File: src/hw/lfbc_cfg.svh
// lfbc_cfg.svh: register map, field positions and timing constants of the display timing block
`ifndef LFBC_CFG_SVH
`define LFBC_CFG_SVH
// ==========================================================
// register map
`define LFBC_ADDR_CLK 8'h96
`define LFBC_ADDR_BIAS 8'h9C
`define LFBC_ADDR_INV 8'hB1
`define LFBC_RST_BYTE 8'h00
`define LFBC_BIT_INV 6
`define LFBC_BIT_UPD 1
`define LFBC_BIT_REF 0
`define LFBC_BIT_LADDER 6
`define LFBC_BIAS_TOP 5
`define LFBC_BIAS_FULL 6'h1F
// ==========================================================
// timing
`define LFBC_SYS_HZ 100000000
`define LFBC_DISP_HZ 2048
`define LFBC_BLINK_2HZ_HALF 13'h0200
`define LFBC_BLINK_1HZ_HALF 13'h0400
`define LFBC_BLINK_SW_OFF 2'h0
`define LFBC_BLINK_SW_ON 2'h1
`define LFBC_BLINK_FIXED 2'h2
`define LFBC_MUX_RSVD 2'h0
`define LFBC_MUX_2X 2'h1
`define LFBC_MUX_4X 2'h3
`define LFBC_FD_MAX 4'hF
`define LFBC_DIV_2X_STEP 8'h04
`define LFBC_DIV_MUX_STEP 8'h02
`define LFBC_DIV_2X_SLOW 8'h80
`define LFBC_DIV_MUX_SLOW 8'h40
`define LFBC_DIV_4X_C1 8'h04
`define LFBC_DIV_MUX_C12 8'h06
`define LFBC_SLOW_RATIO 8'h10
`define LFBC_SLOW_C0 8'h02
`define LFBC_SLOW_TOP 8'h01
`define LFBC_SLOW_MUX 8'h04
`define LFBC_SLOW_2X_C1 8'h04
`define LFBC_SLOW_2X_C2 8'h06
`define LFBC_SLOW_2X_REST 8'h08
`endif

File: src/hw/lfbc_pkg.sv
// lfbc_pkg.sv: types shared by the display timing block and its users
package lfbc_pkg;
   typedef struct packed {
      logic [7:0] addr;
      logic wr;
      logic rd;
      logic [7:0] wdata;
   } lfbc_sfr_s;

   typedef struct packed {
      logic blink_enable;
      logic display_clock_sel;
      logic bias_third;
      logic [1:0] multiplex_level;
   } lfbc_ctrl_s;

   typedef struct packed {
      logic seg_tick;
      logic frame_start;
      logic data_load;
      logic [1:0] com_index;
      logic frame_invert;
      logic display_blank;
   } lfbc_drive_s;

   typedef struct packed {
      logic active;
      logic [5:0] level_a;
      logic [7:0] level_b;
      logic [7:0] level_c;
   } lfbc_bias_s;
endpackage : lfbc_pkg

File: src/hw/lfbc_top.sv
// lfbc_top.sv: frame rate, blink, inversion, refresh and bias code logic of the display driver
`timescale 1ns/1ps
`include "lfbc_cfg.svh"
module lfbc_top #(
   parameter int unsigned TICK_CYC = `LFBC_SYS_HZ / `LFBC_DISP_HZ
) (
   input wire logic clk,
   input wire logic rst,
   input wire lfbc_pkg::lfbc_sfr_s sfr,
   input wire lfbc_pkg::lfbc_ctrl_s ctrl,
   output logic [7:0] sfr_rdata,
   output lfbc_pkg::lfbc_drive_s drive,
   output lfbc_pkg::lfbc_bias_s bias
);
   import lfbc_pkg::*;
   localparam int unsigned TW = (TICK_CYC > 1) ? $clog2(TICK_CYC) : 1;
   if (TICK_CYC < 1)
   begin : g_bad_tick
      $error("TICK_CYC must be at least one");
   end

   // ==========================================================
   // segment divider, in 2048 Hz ticks
   function automatic logic [7:0] seg_div(input logic [3:0] code, input logic slow,
                                          input logic [1:0] mux);
      logic [7:0] c1;
      logic [7:0] d;
      c1 = {4'h0, code} + 8'h01;
      d = `LFBC_DIV_MUX_C12;
      if (slow)
      begin
         if (code == 4'h0)
            d = `LFBC_SLOW_C0;
         else if (code == `LFBC_FD_MAX)
            d = `LFBC_SLOW_TOP;
         else if (mux != `LFBC_MUX_2X)
            d = `LFBC_SLOW_MUX;
         else if (code == 4'h1)
            d = `LFBC_SLOW_2X_C1;
         else if (code == 4'h2)
            d = `LFBC_SLOW_2X_C2;
         else
            d = `LFBC_SLOW_2X_REST;
         d = 8'(d * `LFBC_SLOW_RATIO);
      end
      else if (mux == `LFBC_MUX_2X)
      begin
         d = (code == 4'h0) ? `LFBC_DIV_2X_SLOW : 8'(c1 * `LFBC_DIV_2X_STEP);
      end
      else
      begin
         if (code == 4'h0)
            d = `LFBC_DIV_MUX_SLOW;
         else if (code == 4'h1 && mux == `LFBC_MUX_4X)
            d = `LFBC_DIV_4X_C1;
         else if (code == 4'h1 || code == 4'h2)
            d = `LFBC_DIV_MUX_C12;
         else
            d = 8'(c1 * `LFBC_DIV_MUX_STEP);
      end
      return d;
   endfunction : seg_div

   // ==========================================================
   // registers
   logic [7:0] clk_reg_r;
   logic [6:0] bias_reg_r;
   logic inv_en_r;
   logic refresh_r;
   logic upd_r;
   logic wr_clk;
   logic wr_bias;
   logic wr_inv;
   logic [1:0] blink_src;
   logic [1:0] blink_rate;
   logic [3:0] fd_code;
   assign wr_clk = sfr.wr && sfr.addr == `LFBC_ADDR_CLK;
   assign wr_bias = sfr.wr && sfr.addr == `LFBC_ADDR_BIAS;
   assign wr_inv = sfr.wr && sfr.addr == `LFBC_ADDR_INV;
   assign blink_src = clk_reg_r[7:6];
   assign blink_rate = clk_reg_r[5:4];
   assign fd_code = clk_reg_r[3:0];

   always_ff @(posedge clk)
   begin
      if (rst)
      begin
         clk_reg_r <= `LFBC_RST_BYTE;
         bias_reg_r <= 7'h00;
      end
      else
      begin
         if (wr_clk)
            clk_reg_r <= sfr.wdata;
         if (wr_bias)
            bias_reg_r <= sfr.wdata[6:0];
      end
   end

   // reserved bits of the inversion register are not stored and read zero
   always_ff @(posedge clk)
   begin
      if (rst)
      begin
         inv_en_r <= 1'b0;
         refresh_r <= 1'b0;
      end
      else if (wr_inv)
      begin
         inv_en_r <= sfr.wdata[`LFBC_BIT_INV];
         refresh_r <= sfr.wdata[`LFBC_BIT_REF];
      end
   end

   always_ff @(posedge clk)
   begin
      if (rst)
         sfr_rdata <= `LFBC_RST_BYTE;
      else if (sfr.rd)
      begin
         unique case (sfr.addr)
            `LFBC_ADDR_CLK: sfr_rdata <= clk_reg_r;
            `LFBC_ADDR_BIAS: sfr_rdata <= {1'b0, bias_reg_r};
            `LFBC_ADDR_INV: sfr_rdata <= {1'b0, inv_en_r, 4'h0, upd_r, refresh_r};
            default: sfr_rdata <= `LFBC_RST_BYTE;
         endcase
      end
   end

   // ==========================================================
   // 2048 Hz display tick; the 128 Hz selection is handled in the divider
   logic [TW-1:0] tick_cnt_r;
   logic tick;
   assign tick = tick_cnt_r == TW'(TICK_CYC - 1);

   always_ff @(posedge clk)
   begin
      if (rst || tick)
         tick_cnt_r <= '0;
      else
         tick_cnt_r <= tick_cnt_r + TW'(1);
   end

   // ==========================================================
   // segment clock and common scan
   logic [7:0] seg_cnt_r;
   logic [7:0] div_now;
   logic seg_edge;
   logic frame_edge;
   logic [1:0] com_r;
   logic seg_tick_r;
   logic frame_start_r;
   logic mux_ok;
   assign mux_ok = ctrl.multiplex_level != `LFBC_MUX_RSVD;
   assign div_now = seg_div(fd_code, ctrl.display_clock_sel, ctrl.multiplex_level);
   // compare with >= so a smaller divider written mid-count takes effect at once
   assign seg_edge = tick && mux_ok && seg_cnt_r >= div_now - 8'h01;
   // last common index equals the multiplex code, so the frame is mux plus one segment ticks
   assign frame_edge = seg_edge && com_r >= ctrl.multiplex_level;

   always_ff @(posedge clk)
   begin
      if (rst || !mux_ok)
         seg_cnt_r <= 8'h00;
      else if (seg_edge)
         seg_cnt_r <= 8'h00;
      else if (tick)
         seg_cnt_r <= seg_cnt_r + 8'h01;
   end

   always_ff @(posedge clk)
   begin
      if (rst || !mux_ok)
         com_r <= 2'h0;
      else if (frame_edge)
         com_r <= 2'h0;
      else if (seg_edge)
         com_r <= com_r + 2'h1;
   end

   always_ff @(posedge clk)
   begin
      if (rst)
      begin
         seg_tick_r <= 1'b0;
         frame_start_r <= 1'b0;
      end
      else
      begin
         seg_tick_r <= seg_edge;
         frame_start_r <= frame_edge;
      end
   end

   // ==========================================================
   // frame inversion
   logic inv_r;
   always_ff @(posedge clk)
   begin
      if (rst || !inv_en_r)
         inv_r <= 1'b0;
      else if (frame_edge)
         inv_r <= ~inv_r;
   end

   // ==========================================================
   // refresh handshake
   logic load_r;
   logic load_now;
   assign load_now = frame_edge && !refresh_r;
   always_ff @(posedge clk)
   begin
      if (rst)
         load_r <= 1'b0;
      else
         load_r <= load_now;
   end

   // a new frame's set wins over a clearing write in the same cycle
   always_ff @(posedge clk)
   begin
      if (rst)
         upd_r <= 1'b0;
      else if (load_now)
         upd_r <= 1'b1;
      else if (wr_inv && !sfr.wdata[`LFBC_BIT_UPD])
         upd_r <= 1'b0;
   end

   // ==========================================================
   // blink
   logic hw_blink;
   logic [12:0] blink_cnt_r;
   logic [12:0] half_period;
   logic blink_turn;
   logic phase_r;
   logic blank_target;
   logic blank_r;
   assign hw_blink = ctrl.blink_enable && blink_src[1];
   assign half_period = (blink_src == `LFBC_BLINK_FIXED) ? `LFBC_BLINK_2HZ_HALF
                        : 13'(`LFBC_BLINK_1HZ_HALF * ({11'h000, blink_rate} + 13'h0001));
   assign blink_turn = hw_blink && tick && blink_cnt_r >= half_period - 13'h0001;

   always_ff @(posedge clk)
   begin
      if (rst || !hw_blink || blink_turn)
         blink_cnt_r <= 13'h0000;
      else if (tick)
         blink_cnt_r <= blink_cnt_r + 13'h0001;
   end

   always_ff @(posedge clk)
   begin
      if (rst || !hw_blink)
         phase_r <= 1'b0;
      else if (blink_turn)
         phase_r <= ~phase_r;
   end

   always_comb
   begin
      if (!ctrl.blink_enable)
         blank_target = 1'b0;
      else if (blink_src == `LFBC_BLINK_SW_OFF)
         blank_target = 1'b1;
      else if (blink_src == `LFBC_BLINK_SW_ON)
         blank_target = 1'b0;
      else
         blank_target = phase_r;
   end

   // blanking only switches between frames; with no frames running it follows directly
   always_ff @(posedge clk)
   begin
      if (rst)
         blank_r <= 1'b0;
      else if (frame_edge || !mux_ok)
         blank_r <= blank_target;
   end

   // ==========================================================
   // bias level codes in units of reference/31
   logic [5:0] lvl_a;
   logic [7:0] lvl_a8;
   lfbc_bias_s bias_r;
   assign lvl_a = bias_reg_r[`LFBC_BIAS_TOP] ? `LFBC_BIAS_FULL + {1'b0, bias_reg_r[4:0]}
                  : {1'b0, bias_reg_r[4:0]};
   assign lvl_a8 = {2'h0, lvl_a};

   always_ff @(posedge clk)
   begin
      if (rst)
         bias_r <= '0;
      else
      begin
         bias_r.active <= !bias_reg_r[`LFBC_BIT_LADDER];
         bias_r.level_a <= lvl_a;
         bias_r.level_b <= ctrl.bias_third ? 8'(lvl_a8 * 8'h02) : lvl_a8;
         bias_r.level_c <= ctrl.bias_third ? 8'(lvl_a8 * 8'h03) : 8'(lvl_a8 * 8'h02);
      end
   end

   assign bias = bias_r;
   assign drive = '{seg_tick: seg_tick_r, frame_start: frame_start_r, data_load: load_r,
                    com_index: com_r, frame_invert: inv_r, display_blank: blank_r};
endmodule : lfbc_top

File: config.mk
export PLATFORM = sky130hd
export DESIGN_NAME = lfbc_top
export DESIGN_NICKNAME = d
export VERILOG_FILES = /design/src/hw/lfbc_pkg.sv /design/src/hw/lfbc_top.sv
export VERILOG_INCLUDE_DIRS = /design/src /design/src/hw
export SDC_FILE = /design/constraint.sdc
export NUM_CORES = 1
export LEC_CHECK = 0
export ABC_AREA = 1
export BUFFER_PORTS_ARGS = -buffer_cell sky130_fd_sc_hd__buf_4
export CAP_MARGIN = 20
export CORE_MARGIN = 5
export CORE_UTILIZATION = 40
export CTS_BUF_LIST = sky130_fd_sc_hd__clkbuf_8 sky130_fd_sc_hd__clkbuf_16
export CTS_CLUSTER_DIAMETER = 200
export CTS_CLUSTER_SIZE = 8
export DETAILED_ROUTE_END_ITERATION = 10
export SKIP_CTS_REPAIR_TIMING = 1
export SLEW_MARGIN = 5
export SYNTH_ARGS = -nofsm -noshare
export SYNTH_HDL_FRONTEND = slang
export SYNTH_SLANG_ARGS = --single-unit
File: constraint.sdc
create_clock -name clk -period 2.8 [get_ports clk]
set_clock_uncertainty 0.15 [all_clocks]
set_input_delay 0.56 -clock clk [delete_from_list [all_inputs] [get_ports clk]]
set_output_delay 0.56 -clock clk [all_outputs]
set_load 0.05 [all_outputs]
==> results.py, run 1 <==
metrics = {
    "yosys": {
        "yosys.area.top_type_share_pct": 36.7,
        "synth-main-ff-cell": "dfxtp_1",
        "synth_area_um2": 5070,
        "yosys.area.top_type": "dfxtp_1",
        "ys_warn_count": 0,
        "synth_cell_types": 41,
        "syn_nets": 779,
        "ys_async_sr_fraction_pct": 0,
        "ys_seq_area_share_pct": 36.7,
        "synth-edff-count": 0,
        "ys_ff_latch": 93,
        "syn-instance-count": 723,
        "syn_area_per_cell_um2": 7.02,
        "yosys-top-cells-area": "dfxtp_1, nand2_1, ha_1",
    },
    "setup_path": {
        "slowest_stage": "dfxtp_4",
        "startpoint_type": "flip-flop",
        "rrSetupSlack_ns": 0.06,
        "crit_fanout": 4,
        "arrival_ns": 2.83,
        "crit_type": "reg2reg",
        "cpPeakStageDelay_ns": 0.40,
        "critical_path.most_common_cell": "nand2_1",
        "crit_buf_inv": 2,
        "worstSetupEndpointType": "flip-flop",
        "crit_chain": "inv_6 -> ha_4 -> o21ai_2 -> nand2_1 -> nand3_2 -> ha_4 -> nand3_2 -> nor2_4 -> nand2_1 -> nand2_1 -> nand2_2 -> ha_4 -> nand2_2 -> nor2_2 -> nor2_4 -> nand2_4 -> nand3_4 -> nand2_4 -> nand2_2 -> nand2_1 -> inv_1",
        "required_ns": 2.89,
        "critical_path.top_delay_family": "simple AND/OR/NAND/NOR gates",
    },
    "clock_tree": {
        "clk_latency_ns": 0.34,
        "cts_tree": "yes",
        "cts_max_level": 3,
        "numCtsBuffers": 9,
        "cts.sinks": 93,
        "clock_path_buffers": 2,
        "clkTransAtPathRegs_ns": 0.07,
        "clockRootBuffer": "clkbuf_16",
    },
    "layout": {
        "final_cell_mix": "nand2_1, buf_4, dfxtp_1, inv_1, nor2_1",
        "final_net_count": 865,
        "synthToLayoutAreaGrowth_pct": 27.2,
        "drive_gt1_share_pct": 23.5,
        "num_antenna_cells": 0,
        "final_util_pct": 51.5,
        "final_common_cell": "nand2_1",
    },
    "placed_design": {
        "io_buffer_count": 61,
        "place_hpwl_um": 9350,
        "dp_slack_ns": -0.231,
        "gp_congestion": 0.881,
    },
    "timing": {
        "slew_headroom_pct": 66.5,
        "rsz0062_at_grt": "yes",
        "setup_viol": 0,
        "period_share_pct": 97.9,
        "fmax_mhz": 365,
        "hold_viol": 0,
        "tightest_slew_ns": 0.501,
        "whs_ns": 0.306,
        "fin_crit_ns": 2.74,
        "setup_slack_ns": 0.0581,
        "tns_ns": 0,
        "slew_viol_final": 0,
    },
    "routing": {
        "vias": 4752,
        "ant_nets": 0,
        "drtIter0Drc": 230,
        "viasPerCell": 4.82,
        "drt_wl_total_um": 12600,
        "dr.pass1.iters": 4,
        "wl_per_cell_um": 12.8,
        "drcViolationCount": 0,
    },
    "global_routing": {
        "grtUsageTotal_pct": 16.3,
        "use_met2_pct": 26.3,
        "gr-usage-met3_pct": 3.69,
        "grt_max_degree": 25,
        "grt_pass1_wl_um": 19800,
        "grt_overflow": 0,
        "grt.busiest_layer": "met2",
        "first_global_vias": 4417,
        "grt_use_met1_pct": 21.6,
        "antenna_found_initial": 0,
    },
    "power_and_ir_drop": {
        "leakage_uw": 0.00283,
        "power_uw": 2670,
        "worst_ir_drop_vdd_v": 0.000313,
        "p_per_area_nw_per_um2": 414,
    },
    "floorplanning": {
        "core-area_um2": 12500,
        "dieWidth_um": 123,
        "die_h_um": 123,
        "dieArea_um2": 15000,
        "start_util_pct": 40.5,
        "ios": 63,
        "num_rows": 41,
    },
    "run_status": {
        "status": "complete, no violations",
    },
    "min_path": {
        "hold_path_class": "reg2reg",
    },
    "job": {
        "cap_violations": 0,
    },
}
==> cell families (layout without fill, tap and decap cells) <==
| group | count (synthesis) | count (layout) | share of synthesized area, % |
|---|---|---|---|
| and+or+nand+nor | 352 | 352 | 30.9 |
| buffers and inverters | 117 | 208 | 9.64 |
| AOI/OAI and AO/OA | 104 | 104 | 10.6 |
| DFF | 93 | 93 | 36.7 |
| adders and majority gates | 31 | 31 | 7.79 |
| xor gates and xnor gates | 25 | 25 | 4.32 |
| other | 1 | 1 | 0.0739 |
==> registers in the layout (all words and copies together) (netlist names) <==
register       flops
refresh_r          1
clk_reg_r          8
tick_cnt_r        16
blank_r            1
frame_start_r      1
com_r              2
seg_tick_r         1
blink_cnt_r       13
upd_r              1
sfr_rdata          8
phase_r            1
load_r             1
inv_en_r           1
seg_cnt_r          8
inv_r              1
bias_reg_r         7
bias              22
==> cell type report <==
cell class / instances / area, um2
Clock inverter: 6 / 46.3
Fill cell: 1219 / 6070
Sequential cell: 93 / 1870
Tap cell: 172 / 215
Clock buffer: 10 / 239
Multi-Input combinational cell: 513 / 3000
Timing Repair Buffer: 92 / 694
Inverter: 100 / 385
==> synth_stat cells (all sizes together) (3+ instances only) <==
cell type and instances:
buf 13, xor2 15, nand3 57, dfxtp 93, nor3 10, or2 4
nor2 82, a21oi 54, ha 30, inv 100, o21ai 43, clkbuf 4
nand3b 3, xnor2 10, nand2 176, nand4 16
==> routing by layer <==
metal / part of all wire, % / up-vias
met3: 3.9 / 17
met5: 0 / -
met4: 1.8 / 0
li1: - / 2488
met1: 47 / 2164
met2: 47 / 83
==> report_power, final <==
group	internal (uW)	leakage (uW)	switching [uW]
clock network	632	0.000141	525
registers	1330	0.000752	5.48
logic	70.3	0.00193	111
total	2030	0.00283	641
==> path summary, 6_finish.rpt <==
path	cells after the start	from	to
worst min register to register	1	bias_reg_r[6]$_SDFFE_PP0P_	bias[22]$_SDFF_PP0_
worst min-delay path	1	bias_reg_r[6]$_SDFFE_PP0P_	bias[22]$_SDFF_PP0_
worst max-delay path	21	clk_reg_r[0]$_SDFFE_PP0P_	blank_r$_SDFFE_PP0P_
worst max register to register	21	clk_reg_r[0]$_SDFFE_PP0P_	blank_r$_SDFFE_PP0P_
==> metrics by stage <==
step | cell area [um2] | cells
after floorplan | 5080 | 723
after global placement | 5820 | 963
after detailed placement | 5820 | 963
after CTS | 6110 | 979
after global routing | 6450 | 986
final | 6450 | 986
(Power assumes the default switching activity.)
==> run 2: changes to the inputs <==
- CORE_UTILIZATION: 40 -> 52
- GPL_TIMING_DRIVEN: unset -> 0
- PLACE_DENSITY: unset -> 0.76
==> run 2 against run 1 <==
Against the previous run:
- the flow now finishes with violations (negative setup slack)
- count of clock-buffer cells in the layout is the same
- global-route usage increased by 4.3 points
- wire length is 0.44% lower
- core utilization grew 13 points
- die area fell by 21%
- register-to-register slack worse by 0.18 ns
- combinational power fell by 6%
- critical endpoint is now seg_tick_r$_SDFF_PP0_
- worst hold slack worse by 0.025 ns
- largest cell class unchanged
- cell area decreased by 3.6%
- sequential power hardly changed
- cell count is 4.5% lower
- sequential cell count did not move
==> results.py, run 2 (synthesized netlist as in run 1, its figures left out) <==
metrics = {
    "placed_design": {
        "place_hpwl_um": 9190,
        "io_buffer_count": 60,
        "gp_congestion": 0.914,
        "dp_slack_ns": -0.515,
    },
    "job": {
        "cap_violations": 0,
    },
    "setup_path": {
        "worstSetupEndpointType": "flip-flop",
        "crit_fanout": 4,
        "arrival_ns": 3.04,
        "r2r-start": "clk_reg_r[0]$_SDFFE_PP0P_",
        "startpoint": "clk_reg_r[0]$_SDFFE_PP0P_",
        "startpoint_type": "flip-flop",
        "required_ns": 2.92,
        "crit_type": "reg2reg",
    },
    "routing": {
        "vias": 4924,
        "ant_nets": 0,
        "dr.pass1.iters": 5,
        "drcViolationCount": 0,
        "drt_wl_total_um": 12600,
        "viasPerCell": 5.23,
        "drtIter0Drc": 340,
        "wl_per_cell_um": 13.3,
    },
    "timing": {
        "tns_ns": -1.42,
        "slew_viol_final": 0,
        "tightest_slew_ns": 0.601,
        "setup_viol": 16,
        "fmax_mhz": 342,
        "fin_crit_ns": 2.92,
        "setup_slack_ns": -0.123,
        "slew_headroom_pct": 60.0,
        "hold_viol": 0,
        "whs_ns": 0.281,
        "period_share_pct": 104,
        "rsz0062_at_grt": "yes",
    },
    "global_routing": {
        "grtUsageTotal_pct": 20.6,
        "first_global_vias": 4585,
        "grt_overflow": 0,
        "grt_pass1_wl_um": 19900,
        "antenna_found_initial": 0,
        "grt_max_degree": 16,
    },
    "clock_tree": {
        "clockRootBuffer": "clkbuf_8",
        "cts_tree": "yes",
        "clk_latency_ns": 0.36,
        "cts_max_level": 3,
        "clkTransAtPathRegs_ns": 0.09,
        "numCtsBuffers": 9,
        "cts.sinks": 93,
        "clock_path_buffers": 2,
    },
    "floorplanning": {
        "ios": 63,
        "dieWidth_um": 109,
        "dieArea_um2": 11800,
        "core-area_um2": 9640,
        "start_util_pct": 52.6,
        "num_rows": 36,
        "die_h_um": 109,
    },
    "layout": {
        "largest_register_ffs": 22,
        "synthToLayoutAreaGrowth_pct": 22.5,
        "final_net_count": 861,
        "drive_gt1_share_pct": 21.0,
        "final_cell_mix": "nand2_1, inv_1, dfxtp_1, buf_4, nor2_1",
        "num_antenna_cells": 0,
        "final_common_cell": "nand2_1",
    },
    "run_status": {
        "status": "finished, violations left",
        "violations": "negative setup slack",
    },
    "power_and_ir_drop": {
        "power_uw": 2410,
        "p_per_area_nw_per_um2": 387,
        "worst_ir_drop_vdd_v": 0.000434,
        "leakage_uw": 0.00277,
    },
    "min_path": {
        "worstHoldStart": "ctrl[2]",
        "hold_path_class": "in2reg",
    },
}
run 2: metrics by stage:
step                cell area (um2)  cells  utilization [%]
finish                         6220    942             64.5
global route                   6220    942             64.5
CTS                            5890    931             61.2
detailed placement             5700    916             59.1
global placement               5700    916             59.1
floorplan                      5080    723                -
run 2: worst max-delay path, stage by stage (launching register included):
cell and delay (ns):
dfxtp_4 0.38, buf_12 0.13, ha_4 0.16, o21ai_4 0.15
nand2_2 0.09, nand3_4 0.09, ha_4 0.16, nand3_4 0.08
nor2_4 0.14, xor2_1 0.19, ha_1 0.28, a21oi_2 0.15
nor2_2 0.05, nor2_2 0.18, nand2_4 0.11, nand3_4 0.13
nor2_4 0.06, buf_4 0.15
run 2: layout make-up:
cell class              count  area, um2
plain buffers              17        114
clock buffers              10        138
clock inverters             5       61.3
fillers                   895       3420
inverters                 100        380
multi-input cells         513       2940
flip-flops and latches     93       1870
well taps                 133        166
repair buffers             71        546
run 2: routing by layer:
layer | track usage (%) | vias up | wire [um]
met5 | 0 | - | 0
li1 | - | 2481 | -
met2 | 35.5 | 130 | 6310
met4 | 6.67 | 0 | 183
met3 | 3.37 | 21 | 581
met1 | 26.3 | 2292 | 5480
run 2: where the power goes:
| group | switching (uW) | internal (uW) | total [uW] |
|---|---|---|---|
| registers | 4.70 | 1330 | 1330 |
| clock network | 467 | 437 | 904 |
| logic | 109 | 62.6 | 171 |
| total | 580 | 1830 | 2410 |
run 2: path summary, 6_finish.rpt:
path                                               to  slack (ns)  depth (start not counted)
worst min register to register    bias[22]$_SDFF_PP0_        0.30                          1
worst min-delay path              bias[13]$_SDFF_PP0_        0.28                          2
worst max-delay path            seg_tick_r$_SDFF_PP0_       -0.12                         17
worst max register to register  seg_tick_r$_SDFF_PP0_       -0.12                         17
==> run 3: changes to the inputs <==
- CAP_MARGIN: 20 -> 5
- REMOVE_ABC_BUFFERS: unset -> 1
==> run 3 against run 2 <==
Against the previous run:
- the run still ends with negative setup slack left
- sequential power hardly changed
- cell count is 2.2% lower
- cell area is 1.9% lower
- sequential cell count stayed put
- register-to-register slack better by 0.03 ns
- via count is 2.5% lower
- count of clock-buffer cells in the layout is 1 lower
- total power is 5.3% higher
- sequential share of layout area is 0.59 points higher
- critical path type unchanged
- critical endpoint is now seg_cnt_r[6]$_SDFFE_PP0P_
- highest routed layer unchanged
==> results.py, run 3 (synthesized netlist as in run 1, its figures left out) <==
metrics = {
    "run_status": {
        "status": "finished, violations left",
        "violations": "negative setup slack",
    },
    "layout": {
        "register_area_um2": 1870,
        "multi_input_area_um2": 2950,
        "num_antenna_cells": 0,
        "synthToLayoutAreaGrowth_pct": 20.3,
        "final_net_count": 840,
        "drive_gt1_share_pct": 19.7,
        "largest_register_ffs": 22,
        "final_common_cell": "nand2_1",
        "nFillCells": 885,
        "fin_area_um2": 6100,
        "final_cell_mix": "nand2_1, inv_1, dfxtp_1, buf_4, nor2_1",
    },
    "routing": {
        "wl_per_cell_um": 13.0,
        "drt_wl_total_um": 11900,
        "dr.pass1.iters": 5,
        "drcViolationCount": 0,
        "viasPerCell": 5.21,
        "vias": 4799,
        "drtIter0Drc": 279,
        "ant_nets": 0,
    },
    "floorplanning": {
        "num_rows": 36,
        "start_util_pct": 52.6,
        "die_h_um": 109,
        "dieArea_um2": 11800,
        "core-area_um2": 9640,
        "ios": 63,
        "dieWidth_um": 109,
    },
    "min_path": {
        "min_path_cells": 2,
        "hold_path_class": "in2reg",
        "worstHoldStart": "ctrl[2]",
    },
    "timing": {
        "slew_headroom_pct": 66.6,
        "tightest_slew_ns": 0.497,
        "period_share_pct": 103,
        "fin_crit_ns": 2.89,
        "rsz0062_at_grt": "yes",
        "fmax_mhz": 346,
        "hold_viol": 0,
        "setup_slack_ns": -0.0918,
        "slew_viol_final": 0,
        "tns_ns": -0.825,
        "setup_viol": 16,
    },
    "clock_tree": {
        "clkTransAtPathRegs_ns": 0.09,
        "cts.sinks": 93,
        "numCtsBuffers": 9,
        "clock_path_buffers": 2,
        "cts_tree": "yes",
        "clk_latency_ns": 0.36,
        "cts_max_level": 3,
        "clockRootBuffer": "clkbuf_8",
    },
    "setup_path": {
        "startpoint_type": "flip-flop",
        "critical_path.most_common_cell": "nand3_4",
        "arrival_ns": 3.03,
        "worstSetupEndpointType": "flip-flop",
        "slowest_stage": "dfxtp_4",
        "crit_chain": "inv_6 -> ha_4 -> o21ai_4 -> nand2_2 -> nand3_4 -> ha_4 -> nand3_4 -> nor2_4 -> xor2_1 -> ha_1 -> a21oi_2 -> nor2_2 -> nor2_4 -> nand2_4 -> nand3_4 -> nand2_4 -> a21oi_2",
        "r2r_cells": 17,
        "cpPeakStageDelay_ns": 0.43,
        "required_ns": 2.94,
        "crit_type": "reg2reg",
        "r2r-start": "clk_reg_r[0]$_SDFFE_PP0P_",
        "crit_fanout": 7,
        "startpoint": "clk_reg_r[0]$_SDFFE_PP0P_",
    },
    "placed_design": {
        "place_hpwl_um": 8990,
        "dpl_cell_area_um2": 5590,
        "io_buffer_count": 61,
        "gp_congestion": 0.863,
    },
    "power_and_ir_drop": {
        "pwr-share-comb_pct": 6.6,
        "p_per_area_nw_per_um2": 415,
        "leakage_uw": 0.00270,
        "power_frac_seq_pct": 52.6,
        "p_int_uw": 1970,
        "pwr-share-clk_pct": 40.8,
        "sw_frac_of_total_pct": 22.4,
        "switchingPower_uw": 567,
        "worst_ir_drop_vdd_v": 0.000302,
    },
    "global_routing": {
        "first_global_vias": 4516,
        "grt_pass1_wl_um": 19400,
        "grt_max_degree": 25,
        "grt_overflow": 0,
        "antenna_found_initial": 0,
        "grtUsageTotal_pct": 20.2,
    },
    "job": {
        "cap_violations": 0,
    },
}
-- run 3: final cells by class --
| cell class | instances | area share (%) |
|---|---|---|
| sequential | 93 | 30.7 |
| timing repair buffer | 67 | 8.24 |
| clock inverter | 6 | 1.72 |
| tap | 133 | 2.73 |
| inverter | 100 | 6.28 |
| clock buffer | 9 | 2.03 |
| multi-input combinational | 513 | 48.3 |
-- run 3: critical path: cells and delay by family, from the launching register on --
kind                       cells  cell delay [ns]
buffers and inverters          1             0.06
xor gates and xnor gates       1             0.19
adders and majority gates      3             0.61
AOI/OAI and AO/OA              3             0.48
and+or+nand+nor                9             0.88
DFF                            1             0.43
-- run 3: metrics by stage --
| step | cells | power [uW] | util, % | worst slack [ns] | hold slack, ns |
|---|---|---|---|---|---|
| after floorplan | 706 | 1450 | - | -0.160 | 0.260 |
| after global placement | 900 | 1510 | 57.9 | -0.524 | 0.278 |
| after detailed placement | 900 | 1520 | 57.9 | -0.578 | 0.288 |
| after CTS | 915 | 2540 | 60.3 | -0.618 | 0.270 |
| after global routing | 921 | 2630 | 63.3 | -0.216 | 0.283 |
| final | 921 | 2530 | 63.3 | -0.0918 | 0.280 |
-- run 3: layer usage --
| metal | vias to the layer above | wire, um | track usage [%] |
|---|---|---|---|
| li1 | 2432 | - | - |
| met1 | 2215 | 5160 | 24.7 |
| met2 | 118 | 5960 | 34.5 |
| met3 | 34 | 474 | 3.43 |
| met4 | 0 | 346 | 9.83 |
| met5 | - | 0 | 0 |
-- run 3: power by group through the flow --
stage	combinational [uW]	sequential (uW)	clock (uW)
floorplan	70.6	1380	0
global placement	148	1370	0
detailed placement	151	1370	0
CTS	152	1330	1060
global route	185	1330	1110
finish	167	1330	1040
-- run 3: path summary, 6_finish.rpt --
| path | end | slack, ns |
|---|---|---|
| max | seg_cnt_r[6]$_SDFFE_PP0P_ | -0.09 |
| min | bias[13]$_SDFF_PP0_ | 0.28 |
| max reg2reg | seg_cnt_r[6]$_SDFFE_PP0P_ | -0.09 |
| min reg2reg | tick_cnt_r[0]$_SDFF_PP0_ | 0.30 |
